==> src/common/desr_pkg.sv <==
// Constants and carrier types for the extended-status responder
package desr_pkg;
  localparam int unsigned CLK_MHZ = 100;
  localparam logic [1:0] VIEW_FAULT = 2'h0;
  localparam logic [1:0] VIEW_OPER = 2'h1;
  localparam logic [1:0] VIEW_DIAG = 2'h2;
  localparam logic [1:0] VIEW_EXEC = 2'h3;
  localparam logic [7:0] BUS_IN_RST = 8'h00;
  localparam int unsigned VALID_BIT = 7;
  localparam logic [3:0] FRU_NONE = 4'h0;
  localparam logic [3:0] FRU_POWER = 4'h1;
  localparam logic [3:0] FRU_CONTROL = 4'h2;
  localparam logic [3:0] FRU_RW = 4'h4;
  localparam logic [3:0] FRU_MODULE = 4'h5;
  localparam logic [3:0] FRU_FAN = 4'h6;
  localparam logic [3:0] FRU_IO = 4'h7;
  localparam logic [3:0] FRU_PANEL = 4'h8;
  // Latch code value unconfirmed; kept as a parameter default only
  localparam logic [3:0] FRU_LATCH_DEFAULT = 4'h9;

  typedef struct packed {
    logic voltage;
    logic head_sel;
    logic write_prot;
    logic write_flt;
    logic first_seek;
    logic off_cyl;
    logic rd_and_wr;
  } desr_fault_s;

  typedef struct packed {
    logic tag_unit_sel;
    logic tag_sector;
    logic tag_ext;
    logic [9:0] bus_out;
  } desr_ctl_s;
endpackage : desr_pkg

==> src/core/desr_responder.sv <==
// Extended-status and single-channel selection responder
`timescale 1ns/10ps
`default_nettype none
module desr_responder #(
  parameter logic [7:0] DEVICE_TYPE = 8'h5a, // Arbitrary value
  parameter logic [3:0] FRU_LATCH = desr_pkg::FRU_LATCH_DEFAULT
) (
  input wire logic i_clk,
  input wire logic i_rst,
  input wire logic i_tag_unit_sel,
  input wire logic i_tag_sector,
  input wire logic i_tag_ext,
  input wire logic [9:0] i_bus_out,
  input wire logic [7:0] i_logical_addr,
  input wire logic [7:0] i_own_addr,
  input wire logic i_deselect,
  input wire logic [6:0] i_fault_bits,
  input wire logic [6:0] i_oper_status,
  input wire logic [3:0] i_fru_sel,
  input wire logic i_diag_running,
  output logic [7:0] o_bus_in,
  output logic o_bus_in_oe,
  output logic o_unit_selected,
  output logic o_selection_latch
);
  desr_pkg::desr_ctl_s ctl_m_q, ctl_q;
  desr_pkg::desr_fault_s flt_m_q, flt_q;
  logic [7:0] addr_m_q, addr_q;
  logic [6:0] oper_m_q, oper_q;
  logic [3:0] fru_m_q, fru_q;
  logic desel_m_q, desel_q, diag_m_q, diag_q;
  logic [7:0] own_m_q, own_q;
  logic [7:0] bus_in_d, bus_in_q;
  logic oe_d, oe_q, usel_q, sel_q;

  // Two-stage synchronisers on every pin input, one short block per group
  // Tags and bus out
  always_ff @(posedge i_clk) begin
    if (i_rst) begin
      ctl_m_q <= '0;
      ctl_q <= '0;
    end else begin
      ctl_m_q <= {i_tag_unit_sel, i_tag_sector, i_tag_ext, i_bus_out};
      ctl_q <= ctl_m_q;
    end
  end

  // Fault latches
  always_ff @(posedge i_clk) begin
    if (i_rst) begin
      flt_m_q <= '0;
      flt_q <= '0;
    end else begin
      flt_m_q <= i_fault_bits;
      flt_q <= flt_m_q;
    end
  end

  // Address sent by the controller
  always_ff @(posedge i_clk) begin
    if (i_rst) begin
      addr_m_q <= 8'h00;
      addr_q <= 8'h00;
    end else begin
      addr_m_q <= i_logical_addr;
      addr_q <= addr_m_q;
    end
  end

  // Address switches are pins too, so they pass the same two stages
  always_ff @(posedge i_clk) begin
    if (i_rst) begin
      own_m_q <= 8'h00;
      own_q <= 8'h00;
    end else begin
      own_m_q <= i_own_addr;
      own_q <= own_m_q;
    end
  end

  // Operating status
  always_ff @(posedge i_clk) begin
    if (i_rst) begin
      oper_m_q <= 7'h00;
      oper_q <= 7'h00;
    end else begin
      oper_m_q <= i_oper_status;
      oper_q <= oper_m_q;
    end
  end

  // Likeliest failed unit
  always_ff @(posedge i_clk) begin
    if (i_rst) begin
      fru_m_q <= 4'h0;
      fru_q <= 4'h0;
    end else begin
      fru_m_q <= i_fru_sel;
      fru_q <= fru_m_q;
    end
  end

  // Deselect request
  always_ff @(posedge i_clk) begin
    if (i_rst) begin
      desel_m_q <= 1'b0;
      desel_q <= 1'b0;
    end else begin
      desel_m_q <= i_deselect;
      desel_q <= desel_m_q;
    end
  end

  // Diagnostic test running
  always_ff @(posedge i_clk) begin
    if (i_rst) begin
      diag_m_q <= 1'b0;
      diag_q <= 1'b0;
    end else begin
      diag_m_q <= i_diag_running;
      diag_q <= diag_m_q;
    end
  end

  // Decode; own address is a static switch setting
  wire logic addr_match = ctl_q.tag_unit_sel && (addr_q == own_q);
  wire logic type_tag = ctl_q.tag_ext && ctl_q.tag_sector;
  wire logic ext_tag = ctl_q.tag_ext && !ctl_q.tag_sector;
  // Only bits 1:0 select the view; bits 9:2 are not decoded
  wire logic [1:0] view = ctl_q.bus_out[1:0];
  wire logic [6:0] fault_view = {flt_q.voltage, flt_q.head_sel, flt_q.write_prot,
    flt_q.write_flt, flt_q.first_seek, flt_q.off_cyl, flt_q.rd_and_wr};

  // Unit code table; unlisted selections report no code
  logic [3:0] fru_code;
  always_comb begin
    unique case (fru_q)
      desr_pkg::FRU_POWER, desr_pkg::FRU_CONTROL, desr_pkg::FRU_RW,
      desr_pkg::FRU_MODULE, desr_pkg::FRU_FAN, desr_pkg::FRU_IO,
      desr_pkg::FRU_PANEL, FRU_LATCH: fru_code = fru_q;
      default: fru_code = desr_pkg::FRU_NONE;
    endcase
  end

  // Execute view is answered whenever asked, bit 7 carrying the diagnostic-running flag; spindle gating is the controller's duty
  always_comb begin
    bus_in_d = desr_pkg::BUS_IN_RST;
    unique case (view)
      desr_pkg::VIEW_FAULT: bus_in_d = {1'b1, fault_view};
      desr_pkg::VIEW_OPER: bus_in_d = {1'b1, oper_q};
      desr_pkg::VIEW_DIAG: bus_in_d = {1'b1, 3'h0, fru_code};
      desr_pkg::VIEW_EXEC: bus_in_d = {diag_q, 7'h00};
    endcase
    if (type_tag) begin
      bus_in_d = DEVICE_TYPE;
    end
    oe_d = sel_q && (ext_tag || type_tag);
    if (!oe_d) begin
      bus_in_d = desr_pkg::BUS_IN_RST;
    end
  end

  always_ff @(posedge i_clk) begin
    if (i_rst) begin
      sel_q <= 1'b0;
      usel_q <= 1'b0;
      bus_in_q <= desr_pkg::BUS_IN_RST;
      oe_q <= 1'b0;
    end else begin
      // Match wins over a deselect in the same cycle
      if (addr_match) begin
        sel_q <= 1'b1;
      end else if (desel_q) begin
        sel_q <= 1'b0;
      end
      usel_q <= addr_match;
      bus_in_q <= bus_in_d;
      oe_q <= oe_d;
    end
  end

  assign o_bus_in = bus_in_q;
  assign o_bus_in_oe = oe_q;
  assign o_unit_selected = usel_q;
  assign o_selection_latch = sel_q;

  // Each fault input lands on its own inbound bit
  for (genvar b = 0; b < 7; b++) begin : g_fault_bit

  end : g_fault_bit
endmodule : desr_responder
`default_nettype wire

==> config.mk <==
export PLATFORM = sky130hd
export DESIGN_NAME = desr_responder
export DESIGN_NICKNAME = d
export VERILOG_FILES = /design/src/common/desr_pkg.sv /design/src/core/desr_responder.sv
export SDC_FILE = /design/constraint.sdc
export NUM_CORES = 1
export LEC_CHECK = 0
export ABC_AREA = 1
export BUFFER_PORTS_ARGS = -buffer_cell sky130_fd_sc_hd__buf_2
export CORE_MARGIN = 2
export CORE_UTILIZATION = 42
export DETAILED_ROUTE_END_ITERATION = 12
export GPL_ROUTABILITY_DRIVEN = 0
export PLACE_DENSITY = 0.71
export SLEW_MARGIN = 10
export SYNTH_ARGS = -nofsm -noshare
export SYNTH_HDL_FRONTEND = slang
export SYNTH_SLANG_ARGS = --single-unit
==> constraint.sdc <==
create_clock -name i_clk -period 1.3 [get_ports i_clk]
set_clock_uncertainty 0.15 [all_clocks]
set_input_delay 0.13 -clock i_clk [delete_from_list [all_inputs] [get_ports i_clk]]
set_output_delay 0.13 -clock i_clk [all_outputs]
set_load 0.01 [all_outputs]
# Word level (Yosys, flattened, before mapping)
# Cells that the tools add are included.
[word_totals] reg_bits=93 in_bits=51
[classes] eq_ne=12 n_mux=5 bitwise_logic=1 n_reduce_logical=11
[op_table] op="one-hot mux 8 bit (4 select lines)" count=1
[op_table] op="equality test 4 x 3 -> 1 bit (second input constant)" count=4
[op_table] op="equality test 4 bit (second input constant)" count=2
[op_table] op="equality test 8 bit" count=1
[op_table] op="OR reduction 8 bit" count=1
[op_table] op="2-to-1 mux 7 bit" count=1
[op_table] op="equality test 2 bit (second input constant)" count=2
[op_table] op="equality test 4 x 1 -> 1 bit (second input constant)" count=1
[op_table] op="equality test 4 x 2 -> 1 bit (second input constant)" count=1
[op_table] op="logical AND 1 bit" count=4
[op_table] op="2-to-1 mux 4 bit" count=1
[op_table] op="OR reduction 3 bit" count=1
[op_table] op="equality test 2 x 1 -> 1 bit (second input constant)" count=1
[op_table] op="logical NOT 2 bit" count=1
[op_table] op="2-to-1 mux 1 bit" count=2
[op_table] op="nonzero test 2 bit" count=1
[op_table] op="OR reduction 2 bit" count=1
[op_table] op="logical NOT 1 bit" count=1
[op_table] op="logical OR 1 bit" count=1
[op_table] op="NOT 1 bit" count=1

# Logic depth before layout (Yosys ltp)
# Gate-level depths: netlist of run 1.
[logic_depth] word_depth=6 mapped_depth=7 mapped_depth_nobuf=7

# Least setup slack after synthesis of run 1
# OpenSTA, ideal clock, no wires.
[synth_timing] path_type="register -> register" from="register ctl_q[0] in the netlist's numbering" to="register bus_in_q[1] (netlist: o_bus_in[1])" arrival_time_ns=0.843 required_ns=1.084 slack_ns=0.241 path_stages_with_launch=5 n_path_buf=0 period_less_slack_ns=1.059 path_cell_list="dfxtp_1 nor2_2 nand2_1 and3_1 a21oi_2"
[synth_via] elab_chain_cells=3 elab_cells_between_ends=6
[synth_rtl] item="start, declared" line="desr_responder.sv:26" rtl="desr_pkg::desr_ctl_s ctl_m_q, ctl_q;"
[synth_rtl] item="start signal, assigned" line="desr_responder.sv:44" rtl="ctl_q <= ctl_m_q;"
[synth_rtl] item="equality test 2 bit (tied with other cells)" line="desr_responder.sv:148" rtl="unique case (view)"
[synth_rtl] item="one-hot mux 8 bit (4 select lines) *" line="desr_responder.sv:148"
[synth_rtl] item="2-to-1 mux 7 bit *" line="desr_responder.sv:154" rtl="if (type_tag) begin"
[synth_rtl] item="end signal, assigned" line="desr_responder.sv:167" rtl="bus_in_q <= desr_pkg::BUS_IN_RST;"
[synth_rtl] item="end signal, assigned" line="desr_responder.sv:177" rtl="bus_in_q <= bus_in_d;"
[synth_rtl] item="end, declared" line="desr_responder.sv:33" rtl="logic [7:0] bus_in_d, bus_in_q;"
# Every way passes the cells marked *; elsewhere a longest branch is shown, timed or not.
# A chain may end at the register's enable or synchronous reset.

# Worst setup path after layout of run 1
[layout_timing] from="input i_rst" to="register bus_in_q[2] (netlist: o_bus_in[2])"
[layout_via] elab_chain_cells=1
[layout_rtl] item="start, declared" line="desr_responder.sv:9" rtl="input wire logic i_rst,"
[layout_rtl] item="OR reduction 3 bit (no line)"
# No other way between the ends.

==> reports/metrics.yaml, run 1 <==
status:
  status: "complete, no violations"
sta:
  slew_viol_final: 0
  setup_violations: 0
  min_period_ns: 1.24
  hold_viol: 0
  max_freq_mhz: 804
  tns_ns: 0
  tightestPinTransition_ns: 0.345
  period_share_pct: 95.6
  rsz0062_at_grt: "no"
  slew_headroom_pct: 77.0
floorplan:
  rows: 30
  ios: 62
  dieArea_sq_mm: 0.00773
  start_util_pct: 43.5
  die_h_microns: 87.9
  die_w_microns: 87.9
  core_area_sq_mm: 0.00679
synthesis:
  yosys.area.top_type_share_pct: 63.0
  synth_nets: 414
  yosys.area.top_type: "dfxtp_1"
  ys_warn_count: 0
  avgSynthCellArea_sq_um: 8.14
  netlist_area_sq_mm: 0.00296
  synth-seq-cells: 93
  yosysSeqAreaShare_pct: 63.0
  synth_cells: 363
  yosys-top-cells-area: "dfxtp_1 (63%), inv_1 (13%), nor2_1 (12%), nand2_1 (5.1%), buf_2 (1.5%)"
  synth_cell_type_count: 19
power_and_ir_drop:
  power_density_mw_per_mm2: 1350
  p_leak_uw: 0.00204
  peakVddDrop_v: 0.000798
  power_uw: 5350
critical_path:
  critPathRequiredTime_ns: 1.44
  worst-r2r-cell-count: 4
  path_class: "in -> reg"
  cp_max_fo: 5
  regToRegSetupSlack_ns: 0.13
  arrival_ns: 1.38
  setup.worst_path.start_class: "primary input"
  critPathLaunch: "i_rst"
  r2r_start: "ctl_q[0]$_SDFF_PP0_"
  critPathCaptureType: "flip-flop"
cells_and_area:
  num-fill-cells: 597
  final_common_cell: "inv_1"
  drive_above_1_share_pct: 18.2
  antenna_cells: 0
  stdcell_count: 564
  final_cell_mix: "inv_1 (102), nor2_1 (92), dfxtp_1 (92)"
  final_nets: 514
  design_area_sq_mm: 0.00396
  area_growth_pct: 34.0
placement:
  io_buffers: 53
  dp_cells: 506
  dpl-instance-area_sq_mm: 0.00332
  hpwl_microns: 3120
global_route:
  antenna_found_initial: 0
  grt_util_all_layers_pct: 14.1
  grt_pass1_wl_microns: 8250
  gr-total-overflow: 0
  grt_max_degree: 39
  grt_pass1_vias: 2170
hold_path:
  hp-start: "ctl_m_q[1]$_SDFF_PP0_"
  hold_depth: 2
  hold_path_class: "reg -> reg"
clock_tree:
  clockBufferDepth: 2
  cts_made_buffers: 9
  post_cts_buffers: 0
  cts_tree: "built"
  clock_tree.root_cell: "clkbuf_8"
  cts_htree_levels: 3
  clkSlewWorstSetupHoldPaths_ns: 0.08
  insertion_delay_ns: 0.35
  cts_sinks: 93
route:
  vias: 2216
  first_pass_iters: 4
  avgViaCountPerCell: 3.93
  drt-total-wl_microns: 4770
  drcViolationCount: 0
  drtIter0Drc: 51
  drtAntennaViolNets: 0
  wire_per_inst_microns: 8.46
job:
  drv_cap: 0
## final timing paths
| path | endpoint |
|---|---|
| worst min-delay path | ctl_q[1]$_SDFF_PP0_ |
| worst max-delay path | o_bus_in[2]$_SDFF_PP0_ |
| worst max register to register | o_bus_in[1]$_SDFF_PP0_ |
| worst min register to register | ctl_q[1]$_SDFF_PP0_ |
## registers in the layout (all words and copies together), names as in the netlist, 4 cells and up
register and count:
oper_m_q 7, own_m_q 8, fru_q 4, ctl_m_q 5
addr_m_q 8, oper_q 7, ctl_q 5, o_bus_in 8
fru_m_q 4, addr_q 8, fault_view 7, own_q 8
flt_m_q 7
## metal layers
layer  GRT usage, %  wire length, microns  part of all wire (%)  vias to the layer above
li1               -                     -                     -                     1197
met1           13.0                  1890                    40                      955
met2           27.1                  2530                    53                       52
met3           4.81                   231                   4.8                       12
met4           6.99                   115                   2.4                        0
met5              0                     0                     0                        -
## critical path, cell delays in order
cell,delay [ns]
dlygate4sd3_1,0.54
buf_2,0.16
nor2_2,0.23
nand2_1,0.14
inv_1,0.09
nand2_1,0.05
inv_1,0.04
## final cells by class
cell class	count	area, sq um	share of cell area [%]
flip-flops and latches	93	1860	47.0
clock inverters	4	55.1	1.39
multi-input cells	156	656	16.6
inverters	105	394	9.95
clock buffers	12	165	4.17
well taps	96	120	3.03
repair buffers	98	708	17.9
## kinds of logic after synthesis
logic type	Yosys count	share of synthesized area (%)
AOI/OAI and AO/OA	3	0.889
xor gates and xnor gates	2	0.593
buffers and inverters	114	14.9
DFF	93	63.0
and+or+nand+nor	151	20.7
## through the flow
stage / setup WS (ns) / hold slack, ns / utilization [%]
CTS: 0.0764 / 0.247 / 58.3
floorplan: 0.241 / 0.0705 / -
global placement: 0.170 / 0.179 / 48.9
detailed placement: 0.135 / 0.188 / 48.9
global route: 0.00450 / 0.265 / 58.3
finish: 0.0566 / 0.239 / 58.3
## synthesized netlist by cell type, drive strengths merged
cell	count
a21oi	2
a22o	1
and3	1
buf	9
dfxtp	93
inv	105
nand2	41
nand3	7
nand3b	1
nand4	1
nor2	98
nor3	1
nor3b	1
xnor2	1
xor2	1
## power breakdown
part	internal (uW)	switching, uW
clock network	1050	923
logic	202	165
registers	2970	38.2
total	4220	1130
## timing repair
item	CTS	global route
hold buffers	42	0
resized for setup	0	1
hold endpoints to repair	45	0
endpoints found under the setup margin	0	1
No activity file was read; power rests on OpenSTA's default activity.
==> inputs of run 2 (changes only) <==
--- a/config.mk
+++ b/config.mk
@@ -12,6 +12,7 @@
 export DETAILED_ROUTE_END_ITERATION = 12
 export GPL_ROUTABILITY_DRIVEN = 0
 export PLACE_DENSITY = 0.71
+export SKIP_CTS_REPAIR_TIMING = 1
 export SLEW_MARGIN = 10
 export SYNTH_ARGS = -nofsm -noshare
 export SYNTH_HDL_FRONTEND = slang
==> constraint.sdc (replaced) <==
create_clock -name i_clk -period 1.2 [get_ports i_clk]
set_clock_uncertainty 0.15 [all_clocks]
set_input_delay 0.12 -clock i_clk [delete_from_list [all_inputs] [get_ports i_clk]]
set_output_delay 0.12 -clock i_clk [all_outputs]
set_load 0.01 [all_outputs]
==> reports/metrics.yaml, run 2 (synthesized netlist as in run 1, its figures left out) <==
status:
  status: "complete, no violations"
route:
  drt-total-wl_microns: 4760  # -0.38%
  first_pass_iters: 4  # unchanged
  avgViaCountPerCell: 3.89  # -1.0%
  vias: 2193  # -1.0%
  wire_per_inst_microns: 8.43  # -0.38%
  drcViolationCount: 0  # unchanged
  drtIter0Drc: 68  # +33%
  drtAntennaViolNets: 0  # unchanged
floorplan:
  core_area_sq_mm: 0.00679  # unchanged
  die_w_microns: 87.9  # unchanged
  ios: 62  # unchanged
  rows: 30  # unchanged
  start_util_pct: 43.5  # unchanged
  die_h_microns: 87.9  # unchanged
  dieArea_sq_mm: 0.00773  # unchanged
cells_and_area:
  final_nets: 515  # +0.19%
  final_common_cell: "inv_1"
  antenna_cells: 0  # unchanged
  area_growth_pct: 33.2
  num-fill-cells: 600  # +0.50%
  final_cell_mix: "inv_1 (102), nor2_1 (92), dfxtp_1 (90)"
  drive_above_1_share_pct: 18.2  # unchanged
  design_area_sq_mm: 0.00394  # -0.60%
clock_tree:
  clkSlewWorstSetupHoldPaths_ns: 0.08  # about the same
  clockBufferDepth: 2  # unchanged
  insertion_delay_ns: 0.35  # about the same
  cts_htree_levels: 3  # unchanged
  cts_sinks: 93  # unchanged
  cts_made_buffers: 9  # unchanged
  cts_tree: "built"
  clock_tree.root_cell: "clkbuf_8"
power_and_ir_drop:
  power_density_mw_per_mm2: 1410  # +4.3%
  p_leak_uw: 0.00202  # -0.75%
  peakVddDrop_v: 0.000920  # +15%
hold_path:
  hold_path_class: "in -> reg"
critical_path:
  cp_max_fo: 7  # +2
  critPathRequiredTime_ns: 1.33  # -0.11 ns
  setup.worst_path.start_class: "flip-flop"
  arrival_ns: 1.25  # -0.13 ns
  path_class: "reg -> reg"
  critPathCaptureType: "flip-flop"
placement:
  hpwl_microns: 3140  # +0.60%
  place_ws_ns: 0.0338  # -0.101 ns
  dpl-instance-area_sq_mm: 0.00333  # +0.23%
  io_buffers: 53  # unchanged
sta:
  slew_headroom_pct: 79.8  # +2.9 points
  period_share_pct: 93.6
  slew_viol_final: 0  # unchanged
  tightestPinTransition_ns: 0.302  # -0.0428 ns
  hold_viol: 0  # unchanged
  min_period_ns: 1.12
  worst_slack_ns: 0.0763  # +0.0197 ns
  rsz0062_at_grt: "yes"
  max_freq_mhz: 890
  setup_violations: 0  # unchanged
global_route:
  grt_util_all_layers_pct: 12.8  # -1.3 points
  grt_max_degree: 34  # -13%
  grt_pass1_vias: 1861  # -14%
  antenna_found_initial: 0  # unchanged
  grt_pass1_wl_microns: 7290  # -12%
  gr-total-overflow: 0  # unchanged
job:
  drv_cap: 0  # unchanged
-- run 2: power by group --
| group | switching [uW] | internal, uW | total (uW) |
|---|---|---|---|
| registers | 44.8 | 3210 | 3260 |
| clock network | 939 | 948 | 1890 |
| logic | 178 | 220 | 397 |
| total | 1160 | 4380 | 5540 |
-- run 2: metal layers --
metal,GRT usage (%),up-vias,part of all wire [%]
met2,22.5,48,53
li1,-,1200,-
met1,12.4,936,41
met5,0,-,0
met3,6.79,9,5.0
met4,5.59,0,1.5
-- run 2: worst max-delay path, stage by stage, from the launching register on --
cell	delay, ns
dfxtp_2	0.38
inv_2	0.07
nor2_4	0.15
nand2_1	0.06
and3_1	0.15
a21oi_2	0.10
-- run 2: path summary, 6_finish.rpt --
check	start	endpoint	slack, ns	cells after the start
max	ctl_q[0]$_SDFF_PP0_	o_bus_in[1]$_SDFF_PP0_	0.08	5
min	i_rst	o_bus_in_oe$_SDFF_PP0_	0.02	3
max reg2reg	ctl_q[0]$_SDFF_PP0_	o_bus_in[1]$_SDFF_PP0_	0.08	5
min reg2reg	own_m_q[1]$_SDFF_PP0_	own_q[1]$_SDFF_PP0_	0.25	2
-- run 2: per-stage QoR --
stage / cells / power, uW / hold WS, ns / util, % / setup TNS (ns)
2_1_floorplan: 363 / 3510 / 0.0605 / - / 0
4_1_cts: 522 / 5520 / -0.208 / 51.6 / 0
3_3_place_gp: 507 / 3610 / 0.169 / 49.0 / 0
3_5_place_dp: 507 / 3620 / 0.176 / 49.0 / 0
5_1_grt: 564 / 5840 / 0.00870 / 58.0 / -0.0594
6_report: 564 / 5540 / 0.0167 / 58.0 / 0
-- run 2: area by class of cell --
| type | count | area [sq um] | share of cell area (%) |
|---|---|---|---|
| inverters | 105 | 394 | 10.0 |
| repair buffers | 99 | 716 | 18.2 |
| clock inverters | 4 | 50.0 | 1.27 |
| well taps | 96 | 120 | 3.05 |
| multi-input cells | 156 | 661 | 16.8 |
| clock buffers | 11 | 131 | 3.34 |
| flip-flops and latches | 93 | 1870 | 47.4 |
